**config.mk**
```make
export PLATFORM = sky130hd
export DESIGN_NAME = capture_dma_event_threshold
export DESIGN_NICKNAME = d
export VERILOG_FILES = /design/src/verilog/capture_dma_pkg.sv /design/src/verilog/capture_dma_event_threshold.sv /design/src/verilog/fifo_byte_counter.sv
export SDC_FILE = /design/constraint.sdc
export NUM_CORES = 1
export LEC_CHECK = 0
export ABC_AREA = 1
export BUFFER_PORTS_ARGS = -buffer_cell sky130_fd_sc_hd__buf_4
export CORE_UTILIZATION = 50
export DETAILED_ROUTE_END_ITERATION = 12
export PLACE_DENSITY = 0.69
export SLEW_MARGIN = 20
export SYNTH_ARGS = -nofsm -noshare
export SYNTH_HDL_FRONTEND = slang
export SYNTH_HIERARCHICAL = 1
export SYNTH_SLANG_ARGS = --single-unit
```
**constraint.sdc**
```tcl
create_clock -name aclk -period 3.8 [get_ports aclk]
set_clock_uncertainty 0.1 [all_clocks]
set_input_delay 0.76 -clock aclk [delete_from_list [all_inputs] [get_ports aclk]]
set_output_delay 0.76 -clock aclk [all_outputs]
set_load 0.05 [all_outputs]
```
**src/verilog/capture_dma_pkg.sv**
```systemverilog
// Package for the capture DMA event threshold block.
// Holds register offsets, field layouts, reset values and capture modes.
package capture_dma_pkg;

  // Register byte offsets on the AXI4-Lite slave
  localparam logic [7:0] OFS_THRESHOLD = 8'h00;
  localparam logic [7:0] OFS_EVENT_COUNT = 8'h04;
  localparam logic [7:0] OFS_CONFIG = 8'h08;
  localparam logic [7:0] OFS_STATUS = 8'h0c;

  // Threshold register fields
  localparam int THR1_LSB = 0;
  localparam int THR2_LSB = 16;
  localparam int THR_W = 10;

  // Event count register fields
  localparam int CNT1_LSB = 0;
  localparam int CNT2_LSB = 16;
  localparam int CNT_W = 12;

  // Config register fields
  localparam int CFG_MODE_LSB = 0;
  localparam int CFG_T2EN_BIT = 4;

  // Reset values
  localparam logic [31:0] THRESHOLD_RESET = 32'h0000_0000;
  localparam logic [31:0] EVENT_COUNT_RESET = 32'h0000_0000;
  localparam logic [31:0] CONFIG_RESET = 32'h0000_0000;

  // Bytes in one threshold double-word unit
  localparam int BYTES_PER_UNIT = 8;

  // AXI responses
  localparam logic [1:0] RESP_OKAY = 2'h0;
  localparam logic [1:0] RESP_SLVERR = 2'h2;

  // Capture modes, as programmed in the config register
  typedef enum logic [2:0] {
    MODE_BT656_8,
    MODE_YC_8,
    MODE_RAW_8,
    MODE_RAW_16,
    MODE_TRANSPORT
  } capture_mode_t;

endpackage

```
**src/verilog/capture_dma_event_threshold.sv**
```systemverilog
// Capture DMA event threshold block: decides when to request FIFO draining.
// Assumes FIFO write byte counts, field flag and DMA first-read strobes are on aclk.
//
// Contract
// - Request when written double words reach the field-1 threshold.
// - After a request, hold off until the DMA's first FIFO read.
// - YC modes: two pixels give two luma and one each chroma value.
// - 8-bit YC modes: one threshold unit equals eight pixels.
// - Chroma FIFOs use half the programmed threshold.
// - Raw: one unit is eight 8-bit samples or four 16-bit samples.
// - Transport: one unit is eight one-byte samples.
// - Field 2 uses its own threshold only when enabled.
// - Counting measures data entering the FIFO, after filtering.
// - Threshold register: field 1 bits 9-0, field 2 bits 25-16.
// - Reserved bits read zero and ignore writes.
// - Event count register: 12-bit counts at 11-0 and 27-16.
// - Internal counter tracks requests and selects threshold.
// - After the programmed sets, switch to the other field's threshold.
`timescale 1ns/100ps
module capture_dma_event_threshold
  import capture_dma_pkg::*;
#(
  parameter int BYTE_W = 16
) (
  // Clock and reset
  input wire logic aclk,
  input wire logic aresetn,
  // AXI4-Lite write address
  input wire logic [7:0] s_axi_awaddr,
  input wire logic s_axi_awvalid,
  output logic s_axi_awready,
  // AXI4-Lite write data
  input wire logic [31:0] s_axi_wdata,
  input wire logic [3:0] s_axi_wstrb,
  input wire logic s_axi_wvalid,
  output logic s_axi_wready,
  // AXI4-Lite write response
  output logic [1:0] s_axi_bresp,
  output logic s_axi_bvalid,
  input wire logic s_axi_bready,
  // AXI4-Lite read address
  input wire logic [7:0] s_axi_araddr,
  input wire logic s_axi_arvalid,
  output logic s_axi_arready,
  // AXI4-Lite read data
  output logic [31:0] s_axi_rdata,
  output logic [1:0] s_axi_rresp,
  output logic s_axi_rvalid,
  input wire logic s_axi_rready,
  // Bytes written into each FIFO this cycle (after any filter)
  input wire logic [2:0] luma_wr_bytes,
  input wire logic [2:0] blue_wr_bytes,
  input wire logic [2:0] red_wr_bytes,
  // Field being captured: 0 field 1, 1 field 2
  input wire logic capture_field2,
  // First DMA read of each FIFO after a request
  input wire logic luma_first_read,
  input wire logic blue_first_read,
  input wire logic red_first_read,
  // DMA request pulses
  output logic luma_dma_request,
  output logic blue_chroma_dma_request,
  output logic red_chroma_dma_request,
  // Threshold in force, for the outgoing data counter
  output logic [9:0] active_dword_threshold
);

  logic [9:0] field1_dword_threshold;
  logic [9:0] field2_dword_threshold;
  logic [11:0] field1_request_set_count;
  logic [11:0] field2_request_set_count;
  logic [2:0] mode_sel;
  logic field2_threshold_enable;
  capture_mode_t mode;
  logic yc_mode;
  logic use_field2;
  logic [11:0] sets_done;
  logic [11:0] sets_target;
  logic [BYTE_W-1:0] luma_limit;
  logic [BYTE_W-1:0] chroma_limit;
  logic luma_fire;
  logic blue_fire;
  logic red_fire;
  logic blue_seen;
  logic red_seen;
  logic luma_seen;
  logic set_done;
  logic aw_held;
  logic w_held;
  logic [7:0] aw_addr;
  logic [31:0] w_data;
  logic [3:0] w_strb;
  logic do_write;
  // Field the set counter is on, and the field flag one cycle ago
  logic field2_status;
  logic field_prev;

  // Codes 5 to 7 match no mode: they act as a non-YC mode on field 1 only
  assign mode = capture_mode_t'(mode_sel);
  assign yc_mode = (mode == MODE_BT656_8) || (mode == MODE_YC_8);

  // Field 2 threshold only in YC modes, only when enabled, and only while the
  // set counter is on field 2; that counter follows capture_field2 between switches
  assign use_field2 = yc_mode && field2_threshold_enable && field2_status;
  assign active_dword_threshold = use_field2 ? field2_dword_threshold
                                             : field1_dword_threshold;

  // One unit is eight bytes whatever the mode: eight 8-bit pixels or samples,
  // four 16-bit raw samples; the byte count already reflects the sample width
  assign luma_limit = BYTE_W'({active_dword_threshold, 3'h0});
  // Chroma FIFOs receive half the bytes, so half the threshold
  assign chroma_limit = BYTE_W'({active_dword_threshold, 2'h0});

  // Luma (or raw/transport) FIFO counter fed by bytes entering the FIFO
  fifo_byte_counter #(.BYTE_W(BYTE_W)) u_luma (
    .aclk(aclk),
    .aresetn(aresetn),
    .limit_bytes(luma_limit),
    .wr_bytes(luma_wr_bytes),
    .first_read(luma_first_read),
    .fire(luma_fire)
  );

  // Blue chroma counter, used only in YC modes
  fifo_byte_counter #(.BYTE_W(BYTE_W)) u_blue (
    .aclk(aclk),
    .aresetn(aresetn),
    .limit_bytes(chroma_limit),
    .wr_bytes(yc_mode ? blue_wr_bytes : 3'h0),
    .first_read(blue_first_read),
    .fire(blue_fire)
  );

  // Red chroma counter, used only in YC modes
  fifo_byte_counter #(.BYTE_W(BYTE_W)) u_red (
    .aclk(aclk),
    .aresetn(aresetn),
    .limit_bytes(chroma_limit),
    .wr_bytes(yc_mode ? red_wr_bytes : 3'h0),
    .first_read(red_first_read),
    .fire(red_fire)
  );

  assign luma_dma_request = luma_fire;
  assign blue_chroma_dma_request = blue_fire;
  assign red_chroma_dma_request = red_fire;

  // A set is complete once luma, blue and red have all fired
  assign set_done = (luma_seen || luma_fire) && (blue_seen || blue_fire)
                    && (red_seen || red_fire);

  // Track which members of the current set have fired
  always_ff @(posedge aclk) begin
    if (!aresetn || !yc_mode || set_done) begin
      luma_seen <= 1'b0;
      blue_seen <= 1'b0;
      red_seen <= 1'b0;
    end else begin
      luma_seen <= luma_seen | luma_fire;
      blue_seen <= blue_seen | blue_fire;
      red_seen <= red_seen | red_fire;
    end
  end

  // Sets issued in the field the counter is on; a zero target never switches.
  // The counter restarts on the captured field whenever capture_field2
  // changes, so a miscounted field cannot leave the thresholds swapped for long
  assign sets_target = field2_status ? field2_request_set_count
                                     : field1_request_set_count;
  // Last sampled field flag, to spot the start of a new field
  always_ff @(posedge aclk) begin
    if (!aresetn) begin
      field_prev <= 1'b0;
    end else begin
      field_prev <= capture_field2;
    end
  end

  always_ff @(posedge aclk) begin
    if (!aresetn) begin
      sets_done <= '0;
      field2_status <= 1'b0;
    end else if (!yc_mode || capture_field2 != field_prev) begin
      sets_done <= '0;
      field2_status <= capture_field2;
    end else if (set_done) begin
      if (sets_target != '0 && sets_done + 12'h001 >= sets_target) begin
        sets_done <= '0;
        field2_status <= ~field2_status;
      end else begin
        sets_done <= sets_done + 12'h001;
      end
    end
  end

  // AXI write channels taken in either order, then one response
  assign s_axi_awready = !aw_held && !s_axi_bvalid;
  assign s_axi_wready = !w_held && !s_axi_bvalid;
  assign do_write = aw_held && w_held && !s_axi_bvalid;

  always_ff @(posedge aclk) begin
    if (!aresetn) begin
      aw_held <= 1'b0;
      aw_addr <= 8'h00;
    end else if (s_axi_awvalid && s_axi_awready) begin
      aw_held <= 1'b1;
      aw_addr <= s_axi_awaddr;
    end else if (do_write) begin
      aw_held <= 1'b0;
    end
  end

  always_ff @(posedge aclk) begin
    if (!aresetn) begin
      w_held <= 1'b0;
      w_data <= 32'h0000_0000;
      w_strb <= 4'h0;
    end else if (s_axi_wvalid && s_axi_wready) begin
      w_held <= 1'b1;
      w_data <= s_axi_wdata;
      w_strb <= s_axi_wstrb;
    end else if (do_write) begin
      w_held <= 1'b0;
    end
  end

  // Write response; unmapped addresses answer SLVERR
  always_ff @(posedge aclk) begin
    if (!aresetn) begin
      s_axi_bvalid <= 1'b0;
      s_axi_bresp <= RESP_OKAY;
    end else if (do_write) begin
      s_axi_bvalid <= 1'b1;
      s_axi_bresp <= (aw_addr[7:2] <= OFS_STATUS[7:2]) ? RESP_OKAY : RESP_SLVERR;
    end else if (s_axi_bready) begin
      s_axi_bvalid <= 1'b0;
    end
  end

  // Register writes honour byte strobes; reserved bits are never stored
  always_ff @(posedge aclk) begin
    if (!aresetn) begin
      field1_dword_threshold <= THRESHOLD_RESET[THR1_LSB +: THR_W];
      field2_dword_threshold <= THRESHOLD_RESET[THR2_LSB +: THR_W];
      field1_request_set_count <= EVENT_COUNT_RESET[CNT1_LSB +: CNT_W];
      field2_request_set_count <= EVENT_COUNT_RESET[CNT2_LSB +: CNT_W];
      mode_sel <= CONFIG_RESET[CFG_MODE_LSB +: 3];
      field2_threshold_enable <= CONFIG_RESET[CFG_T2EN_BIT];
    end else if (do_write) begin
      case (aw_addr[7:2])
        OFS_THRESHOLD[7:2]: begin
          if (w_strb[0]) field1_dword_threshold[7:0] <= w_data[7:0];
          if (w_strb[1]) field1_dword_threshold[9:8] <= w_data[9:8];
          if (w_strb[2]) field2_dword_threshold[7:0] <= w_data[23:16];
          if (w_strb[3]) field2_dword_threshold[9:8] <= w_data[25:24];
        end
        OFS_EVENT_COUNT[7:2]: begin
          if (w_strb[0]) field1_request_set_count[7:0] <= w_data[7:0];
          if (w_strb[1]) field1_request_set_count[11:8] <= w_data[11:8];
          if (w_strb[2]) field2_request_set_count[7:0] <= w_data[23:16];
          if (w_strb[3]) field2_request_set_count[11:8] <= w_data[27:24];
        end
        OFS_CONFIG[7:2]: begin
          if (w_strb[0]) begin
            mode_sel <= w_data[CFG_MODE_LSB +: 3];
            field2_threshold_enable <= w_data[CFG_T2EN_BIT];
          end
        end
        default: begin
        end
      endcase
    end
  end

  // Read channel: one read at a time, answered the cycle after acceptance
  assign s_axi_arready = !s_axi_rvalid;
  always_ff @(posedge aclk) begin
    if (!aresetn) begin
      s_axi_rvalid <= 1'b0;
      s_axi_rdata <= 32'h0000_0000;
      s_axi_rresp <= RESP_OKAY;
    end else if (s_axi_arvalid && s_axi_arready) begin
      s_axi_rvalid <= 1'b1;
      s_axi_rresp <= RESP_OKAY;
      case (s_axi_araddr[7:2])
        OFS_THRESHOLD[7:2]:
          s_axi_rdata <= {6'h00, field2_dword_threshold, 6'h00, field1_dword_threshold};
        OFS_EVENT_COUNT[7:2]:
          s_axi_rdata <= {4'h0, field2_request_set_count, 4'h0, field1_request_set_count};
        OFS_CONFIG[7:2]:
          s_axi_rdata <= {27'h0, field2_threshold_enable, 1'b0, mode_sel};
        OFS_STATUS[7:2]:
          s_axi_rdata <= {3'h0, field2_status, 6'h00, active_dword_threshold,
                          sets_done};
        default: begin
          s_axi_rdata <= 32'h0000_0000;
          s_axi_rresp <= RESP_SLVERR;
        end
      endcase
    end else if (s_axi_rready) begin
      s_axi_rvalid <= 1'b0;
    end
  end

endmodule

```
**src/verilog/fifo_byte_counter.sv**
```systemverilog
// Per-FIFO byte counter that raises one request per threshold crossing.
// Assumes byte counts arrive each cycle from FIFO write logic on aclk.
`timescale 1ns/100ps
module fifo_byte_counter
  import capture_dma_pkg::*;
#(
  parameter int BYTE_W = 16
) (
  // Clock and reset
  input wire logic aclk,
  input wire logic aresetn,
  // Threshold in bytes and data arriving
  input wire logic [BYTE_W-1:0] limit_bytes,
  input wire logic [2:0] wr_bytes,
  // Hold-off release from the first DMA read
  input wire logic first_read,
  // Request pulse
  output logic fire
);

  logic [BYTE_W-1:0] filled;
  logic armed;
  logic [BYTE_W-1:0] sum;

  assign sum = filled + BYTE_W'(wr_bytes);

  // Count bytes entering the FIFO; a zero limit never fires. Armed drops one
  // edge after the request, so the request cycle itself must not fire again
  always_ff @(posedge aclk) begin
    if (!aresetn) begin
      filled <= '0;
      fire <= 1'b0;
    end else if (armed && !fire && limit_bytes != '0 && sum >= limit_bytes) begin
      filled <= sum - limit_bytes;
      fire <= 1'b1;
    end else begin
      filled <= sum;
      fire <= 1'b0;
    end
  end

  // After a request, stay quiet until the DMA first reads this FIFO
  always_ff @(posedge aclk) begin
    if (!aresetn) begin
      armed <= 1'b1;
    end else if (fire) begin
      armed <= 1'b0;
    end else if (first_read) begin
      armed <= 1'b1;
    end
  end

endmodule

```
Yosys cells after proc, flatten, opt, wreduce, memory -nomap -nowiden:

Index checks and enable logic that the tools add are counted.

* input bits: 72
* RAM bits: 0
* output and inout bits: 54
* bits in latches: 0
* register bits: 199
* memory bits (read-only): 0
* word-level logic and storage cells: 152
* memories kept: 0

* mux-type cells: 30
* bitwise operators: 5
* magnitude comparators: 5
* shift-type cells: 0
* div/mod/pow operators: 0
* add/sub/neg operators: 7
* eq/ne operators: 7
* multipliers: 0
* reduce and logical (&&, ||, !) cells: 63

Operators by type and width (count)
* 29-bit one-hot mux with 4 select lines: 1
* 16-bit by 3-bit adder with 16-bit output: 3
* 16-bit 2-to-1 mux: 3
* 16-bit by 12-bit >= comparator with 1-bit output: 2
* 16-bit by 12-bit subtractor with 16-bit output: 2
* 3-bit AND reduction: 9
* 12-bit 2-to-1 mux: 2
* 1-bit logical AND: 21
* 1-bit 2-to-1 mux: 19
* 6-bit by 2-bit equality test with 1-bit output (second input constant): 3
* 2-bit nonzero test: 9
* 16-bit by 13-bit >= comparator with 1-bit output: 1
* 16-bit nonzero test: 1
* 16-bit by 13-bit subtractor with 16-bit output: 1
* 12-bit by 1-bit adder with 12-bit output (second input constant): 1
* 6-bit by 1-bit equality test with 1-bit output (second input constant): 2
* 12-bit >= comparator: 1
* 6-bit logical NOT: 2
* 12-bit nonzero test: 1
* 10-bit 2-to-1 mux: 1
* 1-bit logical NOT: 9
* 1-bit logical OR: 7
* 6-bit by 2-bit less-or-equal comparator with 1-bit output (second input constant): 1
* 3-bit 2-to-1 mux: 2
* other kinds (9): 13

Depth between registers and ports, before layout:

* word-level depth: 9
* depth in mapped cells: 24
* mapped depth without buffers: 24

By module:

The synthesis kept the hierarchy.

By module, submodules not included
* capture_dma_event_threshold: times used 1, cells an instance 868, sequential area each 2682.6 um^2, area each 6162.2 um^2
* fifo_byte_counter at u_blue ...: times used 2, cells an instance 361, sequential area each 360.3 um^2, area each 2240.9 um^2
* fifo_byte_counter at u_red: times used 1, cells an instance 411, sequential area each 360.3 um^2, area each 2316.0 um^2

Worst setup path before layout:

OpenSTA, ideal clock, no wires.

* path type: reg2reg
* start: register field2_status
* end: register u_luma.filled[2]
* required time: 3589 ps
* library setup time: 111 ps
* arrival: 3422 ps
* cell stages (with the launch flop): 17
* period minus slack after synthesis: 3632 ps
* buffers on the path: 3
* path slack: 168 ps
* path through: dfxtp_1 -> buf_6 -> nand3_1 -> buf_2 -> o21ai_0 -> inv_1 -> ha_1 -> nand2_1 -> nor2_4 -> nand3_2 -> nand3_2 -> nand2_2 -> nand2_4 -> nand2_8 -> buf_12 -> nor2_4 -> nor2_2

* cells in the longest elaborated chain, start to end: 6
* elaborated cells on any way between the ends: 7
* classes of those cells: 1 x order compare; 2 x mux; 4 x reduce/logical

RTL lines
* from (decl): RTL line capture_dma_event_threshold.sv:95 `logic field2_status;`
* from (signal assigned): RTL line capture_dma_event_threshold.sv:185 `field2_status <= capture_field2;`
* from (signal assigned): RTL line capture_dma_event_threshold.sv:189 `field2_status <= ~field2_status;`
* 1-bit logical AND *: RTL line capture_dma_event_threshold.sv:104 `assign use_field2 = yc_mode && field2_threshold_enable && field2_status;`
* 10-bit 2-to-1 mux *: RTL line capture_dma_event_threshold.sv:105 `assign active_dword_threshold = use_field2 ? field2_dword_threshold`
* via active_dword_threshold[1]: RTL line capture_dma_event_threshold.sv:65 `output logic [9:0] active_dword_threshold`
* branches (longest 2 deep; another with 16-bit by 13-bit >= comparator with 1-bit output)
* 1-bit logical AND *: RTL line fifo_byte_counter.sv:33 `end else if (armed && !fire && limit_bytes != '0 && sum >= limit_bytes) begin`
* 16-bit 2-to-1 mux *: RTL line fifo_byte_counter.sv:33
* to (signal assigned): RTL line fifo_byte_counter.sv:34 `filled <= sum - limit_bytes;`
* to (signal assigned): RTL line fifo_byte_counter.sv:37 `filled <= sum;`
* to (decl): RTL line fifo_byte_counter.sv:21 `logic [BYTE_W-1:0] filled;`

Mark *: on every way through the listed nets, which the timed path passes.
A chain may end at the register's enable or synchronous reset.

Worst setup path after layout:

* start: register mode_sel[2], in the netlist mode[2]
* end: register u_red.filled[10]

* cells in the longest elaborated chain, start to end: 9
* elaborated cells on any way between the ends: 14
* classes of those cells: 2 x add/sub; 1 x order compare; 1 x eq/ne; 3 x mux; 7 x reduce/logical

RTL lines
* from (decl): RTL line capture_dma_event_threshold.sv:72 `logic [2:0] mode_sel;`
* from (signal assigned): RTL line capture_dma_event_threshold.sv:247 `mode_sel <= CONFIG_RESET[CFG_MODE_LSB +: 3];`
* from (signal assigned): RTL line capture_dma_event_threshold.sv:265 `mode_sel <= w_data[CFG_MODE_LSB +: 3];`
* 3-bit by 1-bit equality test with 1-bit output / 3-bit logical NOT (equally long branches): RTL line capture_dma_event_threshold.sv:100 `assign yc_mode = (mode == MODE_BT656_8) || (mode == MODE_YC_8);`
* 1-bit logical OR *: RTL line capture_dma_event_threshold.sv:100
* branches (longest 6 deep; another with 16-bit by 3-bit adder with 16-bit output)
* 16-bit 2-to-1 mux *: RTL line fifo_byte_counter.sv:33
* to (signal assigned): RTL line fifo_byte_counter.sv:34
* to (signal assigned): RTL line fifo_byte_counter.sv:37
* to (decl): RTL line fifo_byte_counter.sv:21

Mark *: on every way between the ends.

==> summary.txt <==
Worst setup path
  – CP max stage cell: dfxtp_2
  – CP arrival: 3.91 ns
  – Family with the most delay on the worst path: simple AND/OR/NAND/NOR gates
  – Worst R2R Setup Slack: 0.14 ns
  – R2R depth: 22
  – Worst path bufs/invs: 4
  – Critical Path Start Type: flip-flop
  – Reg-to-reg endpoint: u_red/filled[10]$_SDFF_PN0_
  – Setup CP Type: flip-flop to flip-flop
  – Max incr delay on CP: 0.34 ns
  – CP Cell Sequence: nor2_4 -> clkinvlp_4 -> nor2_2 -> ha_2 -> fa_2 -> nand2_2 -> a21boi_4 -> nand2_1 -> nor2_1 -> buf_4 -> nand3_1 -> nand2_2 -> inv_2 -> ha_4 -> nand3_4 -> nor3_4 -> nand2_2 -> nand2_4 -> nand2_4 -> clkbuf_16 -> nor2_1 -> nor2_1
  – Critical Path RT: 4.04 ns
  – Crit Path Max Fanout: 7
  – Worst R2R Start: mode[2]$_SDFFE_PN0P_
  – CP Capture Type: flip-flop

Global route
  – Global-route usage over all layers: 0.259
  – First-pass GRT wire length: 54500 um
  – Initial antenna violation count: 0
  – Total grt overflow: 0
  – Vias in the first global route: 11200
  – Largest net degree at the start of global routing: 79

Placement
  – Pre-CTS setup slack: -0.121 ns
  – Post-DP HPWL: 26700 um
  – Dpl cells: 2450
  – PortBufs: 108
  – Gpl congestion: 0.951

CTS
  – Sinks on Clock Net: 188
  – Worst-path clk slew: 0.08 ns
  – Total CTS buffers: 17
  – Root Buffer Master: clkbuf_16
  – Later-pin clock latency in the skew report: 0.45 ns
  – H-tree depth: 4
  – Maximum clock insertion buffer count: 2
  – CTS tree: yes

Min path
  – Hold Crit Depth: 2
  – Min-Delay Endpoint: w_strb[3]$_SDFFE_PN0P_
  – Worst min-delay path class: flip-flop to flip-flop
  – Min-delay src: w_strb[3]$_SDFFE_PN0P_

Cells and area
  – Post-Layout Cell Count: 2498
  – Fillers: 2440
  – Layout cells sized above 1: 0.172
  – Post-layout net count: 2303
  – # diodes: 0
  – Synthesis-to-finish area growth: 17.9%

Drt
  – Routed len/inst: 13.8 um
  – Number of DRC markers in iteration 0: 737
  – DRC viols: 0
  – DR vias: 12500
  – Final ANT Viol Nets: 0
  – WL final: 34400 um
  – Vias per cell: 4.99
  – TritonRoute pass-1 iters: 7

Timing
  – RSZ-0062 raised after global routing: yes
  – FMAX: 273 MHz
  – Tightest Pin Transition: 0.730 ns
  – Min cycle time layout: 3.66 ns
  – Setup ws final: 0.137 ns
  – Max-slew violations: 0
  – WHS: 0.364 ns
  – Tcrit/Tclk final: 0.964
  – Setup Viol. Count Final: 0
  – Relative slew slack: 0.513
  – Final count of hold timing violations: 0

Synthesis
  – Cell count after synthesis: 2001
  – Register area share after synthesis: 0.290
  – Ys Warns: 6
  – Syn avg cell area: 6.48 um2
  – Mapped Area: 13000 um2
  – Number of synthesized register bits: 188
  – Post-synth cell types: 47

Die
  – Die Span X: 163 um
  – Ports: 126
  – Core Box Area: 25300 um2
  – Die Span Y: 163 um
  – Count of standard-cell rows: 58
  – Die ar.: 26600 um2
  – Initial cell density of the core: 0.512

Job
  – Max-cap violations: 0

Pwr
  – Pwr per Cell Area: 712 nW/um2
  – Leakage: 7.55 nW
  – Worst vdd ir: 0.000382 V

Status
  – Status: completed
-- worst reg2reg max path: stages (launching register included) --
cell and delay [ns]:
dfxtp_2 0.34, nor2_4 0.17, clkinvlp_4 0.26, nor2_2 0.17
ha_2 0.20, fa_2 0.23, nand2_2 0.07, a21boi_4 0.26
nand2_1 0.09, nor2_1 0.13, buf_4 0.15, nand3_1 0.08
nand2_2 0.10, inv_2 0.05, ha_4 0.28, nand3_4 0.09
nor3_4 0.19, nand2_2 0.08, nand2_4 0.08, nand2_4 0.08
clkbuf_16 0.20, nor2_1 0.10, nor2_1 0.06
-- cells in the final DEF (no fill, tap or decap), types with 4 or more instances in the layout --
master / instances
nand3_1: 87
conb_1: 29
nand3_2: 34
buf_4: 155
a21oi_1: 122
dfxtp_1: 187
ha_4: 6
nor2_2: 27
inv_12: 6
nand4_1: 19
nand3b_1: 6
o21bai_1: 4
o21ai_1: 15
nand2_4: 6
clkbuf_16: 18
nor3_1: 8
a21oi_2: 10
ha_1: 62
o22ai_1: 9
xor2_1: 39
a22oi_1: 4
xor2_2: 4
nor2_1: 230
nor2_4: 11
clkinv_8: 4
o21ai_0: 115
nand2_2: 39
xnor2_1: 15
fa_1: 5
or2_2: 4
inv_2: 18
and2_1: 8
inv_1: 285
nand2_1: 537
-- layer usage --
layer | part of all wire | vias up | global-route usage
met4 | 0.023 | 0 | 0.0803
li1 | - | 6564 | -
met5 | 0 | - | 0
met2 | 0.46 | 328 | 0.432
met3 | 0.053 | 48 | 0.0306
met1 | 0.46 | 5516 | 0.346
-- what timing repair did --
action / in CTS / in global routing
gates resized for setup: 0 / 52
setup buffers: 0 / 14
hold buffers: 0 / 0
endpoints found under the setup margin: 0 / 34
-- logic make-up after synthesis --
logic type,share of synthesized area
AO/OA/AOI/OAI,0.120
XOR/XNOR,0.0392
AND/OR/NAND/NOR,0.359
buffers and inverters,0.114
other,0.000289
adder cells (fa/ha/maj),0.0768
flip-flops,0.290
-- cells in the mapped netlist (all sizes together) --
master / count / area, um2
nand2: 584 / 2340
inv: 305 / 1150
nor2: 269 / 1150
dfxtp: 188 / 3760
a21oi: 134 / 719
o21ai: 130 / 651
nand3: 122 / 766
ha: 70 / 876
xor2: 43 / 377
buf: 31 / 248
clkbuf: 23 / 86.3
nand4: 19 / 119
xnor2: 15 / 131
nor3: 13 / 103
o22ai: 9 / 56.3
and2: 8 / 50.1
nand3b: 8 / 85.1
fa: 6 / 120
or2: 6 / 37.5
a22oi: 4 / 30.0
o21bai: 4 / 30.0
o211ai: 3 / 22.5
o221ai: 2 / 17.5
a21boi: 1 / 11.3
a31oi: 1 / 6.26
conb: 1 / 3.75
o2111ai: 1 / 8.76
o21a: 1 / 7.51
-- worst max path at each step --
stage	from	endpoint	slack, ns	depth (start not counted)
CTS	mode[1]$_SDFFE_PN0P_	u_blue/filled[10]$_SDFF_PN0_	0.01	21
floorplan	field2_status$_SDFFE_PN0P_	u_luma/filled[2]$_SDFF_PN0_	0.17	16
finish	mode[2]$_SDFFE_PN0P_	u_red/filled[10]$_SDFF_PN0_	0.14	22
global placement	blue_wr_bytes[0]	u_blue/filled[13]$_SDFF_PN0_	-0.06	21
detailed placement	blue_wr_bytes[0]	u_blue/filled[10]$_SDFF_PN0_	-0.12	21
global route	mode[2]$_SDFFE_PN0P_	u_red/filled[1]$_SDFF_PN0_	-0.08	24
-- state kept, by name (all words and copies together) (netlist names), 3 cells and up --
| register | flops |
|---|---|
| s_axi_rdata | 29 |
| w_data | 24 |
| u_blue/filled | 16 |
| u_luma/filled | 16 |
| u_red/filled | 16 |
| field1_request_set_count | 12 |
| field2_request_set_count | 12 |
| sets_done | 12 |
| field1_dword_threshold | 10 |
| field2_dword_threshold | 10 |
| aw_addr | 6 |
| w_strb | 4 |
| mode | 3 |
-- layout make-up --
cell class,count,area [um2],area share
sequential,188,3760,0.246
clock inverter,15,213,0.0139
tap,330,413,0.0270
multi-input combinational,1483,8060,0.528
timing repair buffer,160,1250,0.0819
inverter,305,1150,0.0753
clock buffer,17,425,0.0278
-- report_power, final --
group / total [W] / switching, W / internal (W)
Sequential: 0.00244 / 0.000213 / 0.00223
Clock: 0.00191 / 0.000981 / 0.000928
Combinational: 0.00653 / 0.00410 / 0.00243
-- stage by stage --
stage	cell area (um2)	power (W)	TNS [ns]	util
after floorplan	13100	0.00742	0	-
after global placement	14300	0.00853	-0.513	0.563
after detailed placement	14300	0.00863	-2.30	0.563
after CTS	14900	0.0105	0	0.588
after global routing	15300	0.0119	-0.735	0.603
final	15300	0.0109	0	0.603
Power figures use the tool's default switching activity.
